--- config.mk ---
export PLATFORM = sky130hd
export DESIGN_NAME = sfm_top
export DESIGN_NICKNAME = d
export VERILOG_FILES = /design/src/shared/sfm_pkg.sv /design/src/sfm_sync3.sv /design/src/sfm_top.sv
export VERILOG_INCLUDE_DIRS = /design/src /design/src/shared
export SDC_FILE = /design/constraint.sdc
export NUM_CORES = 1
export LEC_CHECK = 0
export ABC_CLOCK_PERIOD_IN_PS = 18800
export BUFFER_PORTS_ARGS = -buffer_cell sky130_fd_sc_hd__buf_2
export CAP_MARGIN = 15
export CORE_MARGIN = 5
export CORE_UTILIZATION = 55
export CTS_CLUSTER_DIAMETER = 150
export DETAILED_ROUTE_END_ITERATION = 7
export PLACE_DENSITY = 0.75
export SLEW_MARGIN = 20
export SYNTH_ARGS = -nofsm -noshare
export SYNTH_HDL_FRONTEND = slang
export SYNTH_SLANG_ARGS = --single-unit
--- constraint.sdc ---
create_clock -name clk -period 18.8 [get_ports clk]
set_input_delay 1.88 -clock clk [delete_from_list [all_inputs] [get_ports clk]]
set_output_delay 1.88 -clock clk [all_outputs]
set_load 0.02 [all_outputs]
--- src/shared/sfm_cfg.svh ---
`ifndef SFM_CFG_SVH
`define SFM_CFG_SVH

// Clock rate and half-second time base
`define SFM_CLK_KHZ       20000
`define SFM_HALF_SEC_MS   500
`define SFM_HALF_SEC_CYC  (`SFM_HALF_SEC_MS * `SFM_CLK_KHZ)

// Signal space sizes
`define SFM_NUM_SYS_BITS  24
`define SFM_IN_LIM_LARGE  5'h0f
`define SFM_IN_LIM_SMALL  5'h06
`define SFM_AN_LIM_LARGE  4'h8
`define SFM_AN_LIM_SMALL  4'h6

// Analog scaling: 0..10 V gives 0..500, 20 mV per step
`define SFM_MV_PER_STEP   14'h0014
`define SFM_ANALOG_MAX    14'h01f4

// Reset values of the constant bits
`define SFM_CONST_HIGH_RST 1'b1
`define SFM_CONST_LOW_RST  1'b0

`endif

--- src/shared/sfm_pkg.sv ---
package sfm_pkg;
  typedef logic [8:0] sfm_analog_t;
  typedef enum logic [1:0] {
    SFM_FREE,
    SFM_FORCE_ON,
    SFM_FORCE_OFF
  } sfm_force_e;
endpackage

--- src/sfm_sync3.sv ---
module sfm_sync3 #(
  parameter int W = 1
) (
  // Clock and reset
  input  wire logic         clk,
  input  wire logic         rst_n,
  // Data
  input  wire logic [W-1:0] d,
  output logic      [W-1:0] q
);
  logic [W-1:0] s1_q;
  logic [W-1:0] s2_q;
  logic [W-1:0] s3_q;
  logic [W-1:0] q_d;

  // Bit follows only once the last two stages agree
  always_comb begin
    for (int i = 0; i < W; i++) begin
      q_d[i] = (s2_q[i] == s3_q[i]) ? s3_q[i] : q[i];
    end
  end

  always_ff @(posedge clk or negedge rst_n) begin
    if (!rst_n) begin
      s1_q <= '0;
      s2_q <= '0;
      s3_q <= '0;
      q    <= '0;
    end else begin
      s1_q <= d;
      s2_q <= s1_q;
      s3_q <= s2_q;
      q    <= q_d;
    end
  end
endmodule

--- src/sfm_top.sv ---
// How it works
// - Twenty-four numbered system bits readable by program
// - First bit always high, second always low
// - Third bit toggles every half second
// - Clock error flag while clock data invalid
// - Daylight flag while summer time active
// - Large models flag fieldbus communication error
// - Large models flag fieldbus power loss error
// - Run entry pulses one bit high, one low
// - Decoding flag held during radio time decoding
// - One success pulse after error-free decode
// - Failure flag set when decode ends erroneously
// - Large models mirror modem carrier detect
// - Large models flag cellular network available
// - Large models flag remote cellular access
// - Large models flag analog board power present
// - Eight sensor defect flags on large models, six on small, one per input
// - Eight front keys exposed as program signals
// - Program-wired keys stop navigating the display
// - Confirm key forces selected input in monitor
// - Large models offer fifteen digital inputs
// - Large DC models offer eight analog values
// - Smallest DC model offers six analog values
// - Zero to ten volts maps to 0..500
`include "sfm_cfg.svh"

module sfm_top #(
  parameter int HALF_SEC_CYCLES = `SFM_HALF_SEC_CYC
) (
  // Clock and reset
  input  wire logic                     clk,
  input  wire logic                     resetn,
  // Model configuration
  input  wire logic                     model_large,
  input  wire logic                     model_dc,
  // Physical pins
  input  wire logic [14:0]              pin_inputs,
  input  wire logic [7:0]               pin_keys,
  input  wire logic                     pin_modem_dcd,
  // On-chip status sources
  input  wire logic                     rtc_data_invalid,
  input  wire logic                     summer_time_active,
  input  wire logic                     asi_comm_error,
  input  wire logic                     asi_power_error,
  input  wire logic                     radio_decoding,
  input  wire logic                     radio_done,
  input  wire logic                     radio_error,
  input  wire logic                     cell_network_ok,
  input  wire logic                     cell_remote_session,
  input  wire logic                     dac_ext_power,
  input  wire logic [7:0]               sensor_defect,
  // Program scan
  input  wire logic                     run_mode,
  input  wire logic                     scan_start,
  // Monitor and key use
  input  wire logic                     monitor_active,
  input  wire logic [3:0]               monitor_select,
  input  wire logic [7:0]               key_aux_mask,
  // Analog conversion
  input  wire logic                     adc_valid,
  input  wire logic [2:0]               adc_channel,
  input  wire logic [13:0]              adc_millivolts,
  // System bits
  output logic [23:0]                   sys_bits,
  output logic                          flag_const_high,
  output logic                          flag_const_low,
  output logic                          flag_half_second_toggle,
  output logic                          flag_clock_data_error,
  output logic                          flag_daylight_saving,
  output logic                          flag_fieldbus_comm_error,
  output logic                          flag_fieldbus_power_fail,
  output logic                          pulse_high_on_run_entry,
  output logic                          pulse_low_on_run_entry,
  output logic                          flag_radio_time_decoding,
  output logic                          pulse_radio_decode_ok,
  output logic                          flag_modem_carrier,
  output logic                          flag_cell_network_up,
  output logic                          flag_cell_remote_access,
  output logic                          flag_radio_decode_fail,
  output logic                          flag_dac_board_powered,
  output logic [7:0]                    flag_sensor_defect,
  // Program inputs
  output logic [14:0]                   input_values,
  output logic [7:0]                    key_prog,
  output logic [7:0]                    key_nav,
  output sfm_pkg::sfm_analog_t [7:0]    analog_values
);
  import sfm_pkg::*;

  localparam logic [23:0] HALF_LAST = 24'(HALF_SEC_CYCLES - 1);

  // Reset release
  logic [1:0] rst_sync_q;
  logic       rst_n;

  always_ff @(posedge clk or negedge resetn) begin
    if (!resetn) begin
      rst_sync_q <= 2'h0;
    end else begin
      rst_sync_q <= {rst_sync_q[0], 1'b1};
    end
  end
  assign rst_n = rst_sync_q[1];

  // Pin synchronisers
  logic [23:0] pins_s;
  logic [14:0] in_s;
  logic [7:0]  key_s;
  logic        dcd_s;

  sfm_sync3 #(.W(24)) u_sync (
    .clk   (clk),
    .rst_n (rst_n),
    .d     ({pin_modem_dcd, pin_keys, pin_inputs}),
    .q     (pins_s)
  );
  assign in_s  = pins_s[14:0];
  assign key_s = pins_s[22:15];
  assign dcd_s = pins_s[23];

  // Half-second time base
  logic [23:0] half_cnt_q;
  logic [23:0] half_cnt_d;
  logic        toggle_d;

  always_comb begin
    half_cnt_d = half_cnt_q + 24'h00_0001;
    toggle_d   = flag_half_second_toggle;
    if (half_cnt_q >= HALF_LAST) begin
      half_cnt_d = 24'h00_0000;
      toggle_d   = ~flag_half_second_toggle;
    end
  end

  always_ff @(posedge clk or negedge rst_n) begin
    if (!rst_n) begin
      half_cnt_q              <= 24'h00_0000;
      flag_half_second_toggle <= 1'b0;
    end else begin
      half_cnt_q              <= half_cnt_d;
      flag_half_second_toggle <= toggle_d;
    end
  end

  // Scan-aligned pulses; pending events survive a same-cycle scan clear
  logic run_q;
  logic run_pend_q;
  logic run_pend_d;
  logic ok_pend_q;
  logic ok_pend_d;
  logic run_rise;
  logic ok_evt;
  logic pulse_hi_d;
  logic ok_pulse_d;

  assign run_rise = run_mode & ~run_q;
  assign ok_evt   = radio_done & ~radio_error;

  always_comb begin
    run_pend_d = run_pend_q | run_rise;
    ok_pend_d  = ok_pend_q | ok_evt;
    pulse_hi_d = pulse_high_on_run_entry;
    ok_pulse_d = pulse_radio_decode_ok;
    if (scan_start) begin
      pulse_hi_d = run_pend_q | run_rise;
      ok_pulse_d = ok_pend_q | ok_evt;
      run_pend_d = 1'b0;
      ok_pend_d  = 1'b0;
    end
  end

  always_ff @(posedge clk or negedge rst_n) begin
    if (!rst_n) begin
      run_q                   <= 1'b0;
      run_pend_q              <= 1'b0;
      ok_pend_q               <= 1'b0;
      pulse_high_on_run_entry <= 1'b0;
      pulse_low_on_run_entry  <= 1'b1;
      pulse_radio_decode_ok   <= 1'b0;
    end else begin
      run_q                   <= run_mode;
      run_pend_q              <= run_pend_d;
      ok_pend_q               <= ok_pend_d;
      pulse_high_on_run_entry <= pulse_hi_d;
      pulse_low_on_run_entry  <= ~pulse_hi_d;
      pulse_radio_decode_ok   <= ok_pulse_d;
    end
  end

  // Level flags; fail holds until the next decode starts
  logic       fail_d;
  logic [7:0] defect_d;
  logic       rtc_d;
  logic       dst_d;
  logic       asi_err_d;
  logic       asi_pwr_d;
  logic       dcd_d;
  logic       net_d;
  logic       remote_d;
  logic       dac_d;

  always_comb begin
    rtc_d     = rtc_data_invalid;
    dst_d     = summer_time_active;
    asi_err_d = model_large & asi_comm_error;
    asi_pwr_d = model_large & asi_power_error;
    dcd_d     = model_large & dcd_s;
    net_d     = model_large & cell_network_ok;
    remote_d  = model_large & cell_remote_session;
    dac_d     = model_large & dac_ext_power;
    defect_d  = model_large ? sensor_defect : {2'h0, sensor_defect[5:0]};
    fail_d    = flag_radio_decode_fail;
    if (radio_decoding) begin
      fail_d = 1'b0;
    end
    if (radio_done & radio_error) begin
      fail_d = 1'b1;
    end
  end

  always_ff @(posedge clk or negedge rst_n) begin
    if (!rst_n) begin
      flag_const_high          <= `SFM_CONST_HIGH_RST;
      flag_const_low           <= `SFM_CONST_LOW_RST;
      flag_clock_data_error    <= 1'b0;
      flag_daylight_saving     <= 1'b0;
      flag_fieldbus_comm_error <= 1'b0;
      flag_fieldbus_power_fail <= 1'b0;
      flag_radio_time_decoding <= 1'b0;
      flag_radio_decode_fail   <= 1'b0;
      flag_modem_carrier       <= 1'b0;
      flag_cell_network_up     <= 1'b0;
      flag_cell_remote_access  <= 1'b0;
      flag_dac_board_powered   <= 1'b0;
      flag_sensor_defect       <= 8'h00;
    end else begin
      flag_const_high          <= 1'b1;
      flag_const_low           <= 1'b0;
      flag_clock_data_error    <= rtc_d;
      flag_daylight_saving     <= dst_d;
      flag_fieldbus_comm_error <= asi_err_d;
      flag_fieldbus_power_fail <= asi_pwr_d;
      flag_radio_time_decoding <= radio_decoding;
      flag_radio_decode_fail   <= fail_d;
      flag_modem_carrier       <= dcd_d;
      flag_cell_network_up     <= net_d;
      flag_cell_remote_access  <= remote_d;
      flag_dac_board_powered   <= dac_d;
      flag_sensor_defect       <= defect_d;
    end
  end

  // Numbered system bit image, bit 0 is the first bit
  logic [23:0] sys_bits_d;

  always_comb begin
    sys_bits_d = {defect_d, dac_d, fail_d, remote_d, net_d, dcd_d, ok_pulse_d, radio_decoding,
                  ~pulse_hi_d, pulse_hi_d, asi_pwr_d, asi_err_d, dst_d, rtc_d, toggle_d, 1'b0, 1'b1};
  end

  always_ff @(posedge clk or negedge rst_n) begin
    if (!rst_n) begin
      sys_bits <= 24'h00_0101;
    end else begin
      sys_bits <= sys_bits_d;
    end
  end

  // Keys and monitor forcing
  sfm_force_e  force_q [15];
  sfm_force_e  force_d [15];
  logic        conf_prev_q;
  logic [7:0]  nav_d;
  logic [7:0]  prog_d;
  logic [4:0]  in_lim;
  logic [14:0] in_d;
  logic        conf_edge;

  assign in_lim    = model_large ? `SFM_IN_LIM_LARGE : `SFM_IN_LIM_SMALL;
  assign nav_d     = key_s & ~key_aux_mask;
  assign prog_d    = key_s & key_aux_mask;
  assign conf_edge = nav_d[0] & ~conf_prev_q;

  always_comb begin
    for (int i = 0; i < 15; i++) begin
      force_d[i] = force_q[i];
      if (!monitor_active || (5'(i) >= in_lim)) begin
        force_d[i] = SFM_FREE;
      end else if (conf_edge && (monitor_select == 4'(i))) begin
        unique case (force_q[i])
          SFM_FREE:      force_d[i] = SFM_FORCE_ON;
          SFM_FORCE_ON:  force_d[i] = SFM_FORCE_OFF;
          SFM_FORCE_OFF: force_d[i] = SFM_FORCE_ON;
          default:       force_d[i] = SFM_FREE;
        endcase
      end
      in_d[i] = (5'(i) < in_lim) & in_s[i];
      if (force_d[i] == SFM_FORCE_ON) begin
        in_d[i] = 1'b1;
      end else if (force_d[i] == SFM_FORCE_OFF) begin
        in_d[i] = 1'b0;
      end
    end
  end

  always_ff @(posedge clk or negedge rst_n) begin
    if (!rst_n) begin
      for (int i = 0; i < 15; i++) begin
        force_q[i] <= SFM_FREE;
      end
      conf_prev_q  <= 1'b0;
      input_values <= 15'h0000;
      key_prog     <= 8'h00;
      key_nav      <= 8'h00;
    end else begin
      force_q      <= force_d;
      conf_prev_q  <= nav_d[0];
      input_values <= in_d;
      key_prog     <= prog_d;
      key_nav      <= nav_d;
    end
  end

  // Analog values; division by a constant keeps it to one cycle
  logic [13:0] adc_steps;
  sfm_analog_t adc_scaled;
  logic [3:0]  an_lim;
  sfm_analog_t [7:0] an_d;

  assign adc_steps  = adc_millivolts / `SFM_MV_PER_STEP;
  assign adc_scaled = (adc_steps > `SFM_ANALOG_MAX) ? 9'(`SFM_ANALOG_MAX) : adc_steps[8:0];
  assign an_lim     = model_large ? `SFM_AN_LIM_LARGE : `SFM_AN_LIM_SMALL;

  always_comb begin
    for (int i = 0; i < 8; i++) begin
      an_d[i] = analog_values[i];
      if (!model_dc || (4'(i) >= an_lim)) begin
        an_d[i] = 9'h000;
      end else if (adc_valid && (adc_channel == 3'(i))) begin
        an_d[i] = adc_scaled;
      end
    end
  end

  always_ff @(posedge clk or negedge rst_n) begin
    if (!rst_n) begin
      analog_values <= '0;
    end else begin
      analog_values <= an_d;
    end
  end
endmodule

# Word-level counts from Yosys, hierarchy flattened
# Index checks and enable logic that the tools add are counted.
totals:
  input_bits: 79
  regBits: 303
  elab_cells: 448
op_classes:
  n_eq_ne: 105
  n_bitwise: 35
  order_cmp: 40
  add_sub_neg: 1
  n_mux: 103
  n_reduce_logical: 88
  div: 1
op_table:
  columns: ["op", "n"]
  rows:
  - ["$mux W9", 17]
  - ["$eq A2 B1 Y1 const B", 30]
  - ["$eq A2 B2 Y1 const B", 30]
  - ["$mux W2", 30]
  - ["$pmux W2 S2", 15]
  - ["$mux W1", 37]
  - ["$ge A3 B4 Y1 const A", 8]
  - ["$logic_not A2 Y1", 15]
  - ["$reduce_or A2 Y1", 15]
  - ["$eq A4 B4 Y1 const B", 7]
  - ["$ge A4 B4 Y1 const A", 7]
  - ["$lt A4 B4 Y1 const A", 7]
  - ["$and A1 B1 Y1", 25]
  - ["$add A24 B1 Y24 const B", 1]
  - ["$eq A1 B1 Y1", 24]
  - ["$ge A24 B24 Y1 const B", 1]
  - ["$mux W24", 1]
  - ["$logic_and A1 B1 Y1", 23]
  - ["$logic_or A1 B1 Y1", 23]
  - ["$and A8 B8 Y8", 2]
  - ["$eq A4 B3 Y1 const B", 4]
  - ["$ge A1 B4 Y1 const A", 4]
  - ["$ge A2 B4 Y1 const A", 4]
  - ["$lt A3 B4 Y1 const A", 4]
  - ["other kinds (18)", 39]

# Logic depth before layout (Yosys ltp)
logic_depth:
  depth_word: 9
  ltp_mapped: 15

# By module
# Synthesis repeated with hierarchy kept, for this count alone.
unflattened:
  cells_unflattened: 1038
  area_unflattened_um2: 11662.4
modules_own_cells:
  columns: ["module", "area_each_um2", "cells_per_inst", "n_inst"]
  rows:
  - ["sfm_top", 8989.9, 918, 1]
  - ["sfm_sync3", 2672.6, 120, 1]

# Worst setup path after synthesis
# No wires, ideal clock.
synth_timing:
  path_type: "input-to-reg"
  from: "in adc_millivolts[8]"
  to: "reg analog_values[0] in the netlist's numbering"
  n_path_buf: 1
  path_slack_ns: 14.174
  arrival_ns: 4.492
  required_time_ns: 18.665
  path_stages: 12
  path_cell_list: "buf_2 > or4bb_1 > a21boi_1 > a211o_2 > nor4_2 > a221oi_4 > a21oi_1 > a2111oi_4 > nor2_2 > mux2i_1 > o2bb2ai_2 > o22ai_1"
synth_via:
  elab_chain_len: 5
synth_rtl:
  columns: ["item", "line", "text"]
  rows:
  - ["start, declared", "sfm_top.sv:62", "input wire logic [13:0] adc_millivolts,"]
  - ["$div A14 B5 Y14 (no source line) *", null, null]
  - ["$gt A14 B9 Y1 (no source line)", null, null]
  - ["$mux W9 *", "sfm_top.sv:331", "assign adc_scaled = (adc_steps > `SFM_ANALOG_MAX) ? 9'(`SFM_ANALOG_MAX) : adc_steps[8:0];"]
  - ["$mux W9 *", "sfm_top.sv:339", "end else if (adc_valid && (adc_channel == 3'(i))) begin"]
  - ["$mux W9 *", "sfm_top.sv:337", "if (!model_dc || (4'(i) >= an_lim)) begin"]
  - ["end signal, assigned", "sfm_top.sv:349", "analog_values <= an_d;"]
  - ["end, declared", "sfm_top.sv:86", "output sfm_pkg::sfm_analog_t [7:0] analog_values"]
# Mark *: on every way between the ends. The rest lies on a longest branch, timed or not. The select of a mux whose other input is x is not followed.
# A chain may end at the register's enable or synchronous reset.

# Final worst setup path
layout_timing:
  from: "in adc_millivolts[8]"
  to: "reg analog_values[69] in the netlist's numbering"
# The elaborated chain is that of the path after synthesis.

==> impl_metrics.py <==
metrics = {
    "run_status": {
        "status": "complete, no violations",
    },
    "timing": {
        "setup_tns_ns": 0,
        "fin_ws_ns": 13.51,
        "fin_worst_skew_ns": 0.00955,
        "slew_violations": 0,
        "rsz0062_at_grt": "false",
        "max_freq_ghz": 0.189,
        "setup_viol": 0,
        "fin_crit_ns": 5.29,
        "maxSlewHeadroom_pct": 29.9,
        "worst_slew_pin_slew_ns": 1.05,
        "finalCritPeriodShare_pct": 28.2,
        "whs_ns": 0.347,
        "finalHoldViolCount": 0,
    },
    "worst_setup_path": {
        "crit_start": "adc_millivolts[8]",
        "ff2ff_setup_slack_ns": 15.84,
        "slowest_stage": "and3_1",
        "startpoint_type": "primary input",
        "worstSetupPathDepth": 12,
        "cp_top_family": "simple AND/OR/NAND/NOR gates",
        "worstSetupPathType": "in -> reg",
        "cp.arrival_ns": 5.65,
        "worstPathCellList": "buf_2, or3b_2, a21boi_2, o41a_4, nor2_4, maj3_1, a221oi_1, o22a_1, o21ai_1, nor2_4, and3_1, a21oi_1",
        "crit_buf_inv": 1,
        "endpoint": "analog_values[69]",
        "crit_required_ns": 19.16,
        "crit_fanout": 27,
        "worstSetupEndpointType": "register",
        "rr_worst_depth": 11,
        "reg2reg_from": "half_cnt_q[0]",
        "crit_top_cell": "nor2_4",
        "rr_endpoint": "sys_bits[2]",
        "max_stage_delay_ns": 0.67,
    },
    "placed_design": {
        "dpl.hpwl_mm": 18.3,
        "io_buffers": 223,
        "dp.cells": 1460,
        "preCtsSetupSlack_ns": 12.97,
        "globalplace.congestion": 0.867,
    },
    "clock_tree": {
        "cts_sinks": 280,
        "cts_htree_levels": 1,
        "path_clk_slew_ns": 0.06,
        "cts_resized": 0,
        "post_cts_buffers": 0,
        "clk_latency_ns": 0.53,
        "tritoncts": "built",
        "numCtsBuffers": 29,
        "cts_buffer_depth": 3,
        "cts-hold-fix-buffers": 0,
        "cts_root_buffer": "clkbuf_16",
    },
    "synthesis": {
        "synth_edf_count": 0,
        "synthFlopType": "dfrtp_1",
        "synth_top_area_share_pct": 58.4,
        "synth_cell_types": 103,
        "synth_top_family_by_area": "simple AND/OR/NAND/NOR gates",
        "ys_async_sr_fraction_pct": 100,
        "synth-adder-area-share_pct": 2.53,
        "synth_compound_area_share_pct": 14.1,
        "ys_warn_count": 0,
        "syn_area_sq_mm": 0.0119,
        "synth_top_area_cell": "dfrtp_1",
        "synth-xor-area-share_pct": 3.45,
        "ys_top_cells_by_area": "dfrtp_1 (58%), nor2_1 (3.7%), maj3_1 (2.4%), a21oi_1 (2.3%), o21ai_0 (2.1%)",
        "synthSimpleGateAreaFrac_pct": 14.3,
        "synthMuxAreaShare_pct": 1.51,
        "ys_seq_area_share_pct": 58.7,
        "synth-seq-cells": 280,
        "syn_inst": 1032,
        "avgSynthCellArea_sq_um": 11.6,
    },
    "route": {
        "first_pass_iters": 4,
        "ant_nets": 0,
        "vias": 8319,
        "routedWlPerCell_um": 17.6,
        "routed_wl_mm": 26.6,
        "drc": 0,
        "vias_per_cell": 5.50,
        "first_iter_violations": 383,
    },
    "floorplan": {
        "core_sq_mm": 0.0216,
        "io_pins": 230,
        "die_w_um": 157,
        "core.rowCount": 54,
        "dieArea_sq_mm": 0.0248,
        "start_util_pct": 55.3,
        "die_y_um": 157,
    },
    "final_layout": {
        "drive_gt1_share_pct": 27.2,
        "nets": 1291,
        "area_delta_synth_final_pct": 15.7,
        "antenna_cells": 0,
        "stdcell_count": 1513,
    },
    "flow_run": {
        "cap_violations": 0,
    },
    "power": {
        "cellPowerDensity_mw_per_mm2": 97.2,
        "p_leak_nw": 6.40,
        "peakVddDrop_mv": 0.0742,
    },
    "global_route": {
        "grt_pass1_wl_mm": 42.9,
        "antenna_found_initial": 0,
        "grt_start_max_net_pins": 80,
        "grt_overflow": 0,
        "grt_util_met3_pct": 4.01,
        "gr-usage-met2_pct": 34.2,
        "grtUsageTotal_pct": 21.3,
        "met1_usage_pct": 30.1,
        "busiest_layer": "met2",
        "grt_pass1_vias": 8108,
    },
    "min_path": {
        "hp-class": "reg -> reg",
    },
}
[flip-flops by register name (all words and copies together), names as in the netlist]
name	flops
half_cnt_q	24
sys_bits	15
force_q	30
u_sync.q	24
analog_values	72
run_pend_q	1
flag_sensor_defect	7
rst_sync_q	2
u_sync.s2_q	24
key_nav	8
run_q	1
input_values	15
u_sync.s3_q	24
u_sync.s1_q	24
ok_pend_q	1
key_prog	8
[cell usage after synthesis (4+ instances only)]
master and n:
o31ai_1 9, nor3_1 12, nor2_2 4, buf_4 32, o22ai_1 9, dfrtp_1 279, a31oi_1 7, o21ai_1 5
a211oi_2 8, xnor2_1 22, a21oi_1 55, nand4_1 7, nor2_1 117, mux2i_1 18, maj3_1 29, o21ai_0 49
nor3b_1 12, and3_1 8, nand2b_1 14, buf_2 14, nand2_1 56, a211oi_1 15, and2_1 23, a311oi_1 7
o311ai_0 8, nor2b_1 16, inv_1 19, nand3_1 17, o211ai_1 9, clkbuf_1 18, buf_6 10, xor2_1 25
nor4_1 4
[stage by stage]
stage	total power [mW]	cell area [sq um]	util, %
after global placement	0.804	12900	59.6
after CTS	1.36	13800	63.9
after floorplan	0.766	12000	-
after global routing	1.40	13800	63.9
final	1.34	13800	63.9
after detailed placement	0.808	12900	59.6
[report_power, final]
group          switching [mW]  leakage [nW]  total, mW  internal (mW)
combinational           0.103          2.36      0.153         0.0501
clock                   0.225         0.457      0.547          0.322
sequential             0.0146          3.58      0.644          0.629
total                   0.343          6.40       1.34           1.00
[layer usage]
metal / up-vias / wire length (um)
li1: 3948 / -
met1: 4084 / 11600
met2: 248 / 12600
met3: 39 / 1780
met4: 0 / 554
met5: - / 0
[kinds of logic after synthesis]
logic type,Yosys count
AO/OA/AOI/OAI,225
XOR/XNOR,47
adder cells (fa/ha/maj),30
buffers and inverters,102
flip-flops,280
multiplexers,18
other,2
AND/OR/NAND/NOR,328
[how the worst min path moves through the flow]
stage                    start              end  slack, ns  cells after the start
6_report       u_sync.s1_q[14]  u_sync.s2_q[14]       0.35                      0
5_1_grt        u_sync.s1_q[11]  u_sync.s2_q[11]       0.35                      0
4_1_cts         u_sync.s1_q[4]   u_sync.s2_q[4]       0.35                      0
3_5_place_dp   u_sync.s1_q[11]  u_sync.s2_q[11]       0.33                      0
3_3_place_gp    u_sync.s1_q[4]   u_sync.s2_q[4]       0.33                      0
2_1_floorplan    rst_sync_q[0]    rst_sync_q[1]       0.33                      0
[layout by cell type (no fill, tap or decap), drive strengths merged, types with 3 or more instances in the layout]
| cell | count |
|---|---|
| maj3 | 29 |
| dfrtp | 279 |
| clkinv | 7 |
| o21ai | 55 |
| a311oi | 8 |
| clkbuf | 43 |
| xnor2 | 22 |
| nor3b | 13 |
| nor2 | 123 |
| a31oi | 7 |
| nand3 | 19 |
| inv | 21 |
| conb | 5 |
| o211ai | 10 |
| buf | 227 |
| nor3 | 16 |
| o31ai | 12 |
| o221ai | 3 |
| o311ai | 8 |
| a41oi | 3 |
| or3 | 4 |
| nor4 | 5 |
| a2111oi | 4 |
| a211oi | 23 |
| o22ai | 9 |
| xor2 | 25 |
| and2 | 25 |
| mux2i | 18 |
| or2 | 4 |
| and3 | 9 |
| a21boi | 3 |
| nand2b | 14 |
| a21oi | 56 |
| nor2b | 16 |
| nand2 | 57 |
| nand4 | 7 |
[area by class of cell]
| class | instances | area, sq um |
|---|---|---|
| fillers | 1700 | 7800 |
| flip-flops and latches | 280 | 7010 |
| well taps | 280 | 350 |
| repair buffers | 227 | 1150 |
| inverters | 20 | 75.1 |
| clock buffers | 43 | 838 |
| clock inverters | 10 | 88.8 |
| multi-input cells | 653 | 4310 |
No activity file was read; power rests on OpenSTA's default activity.
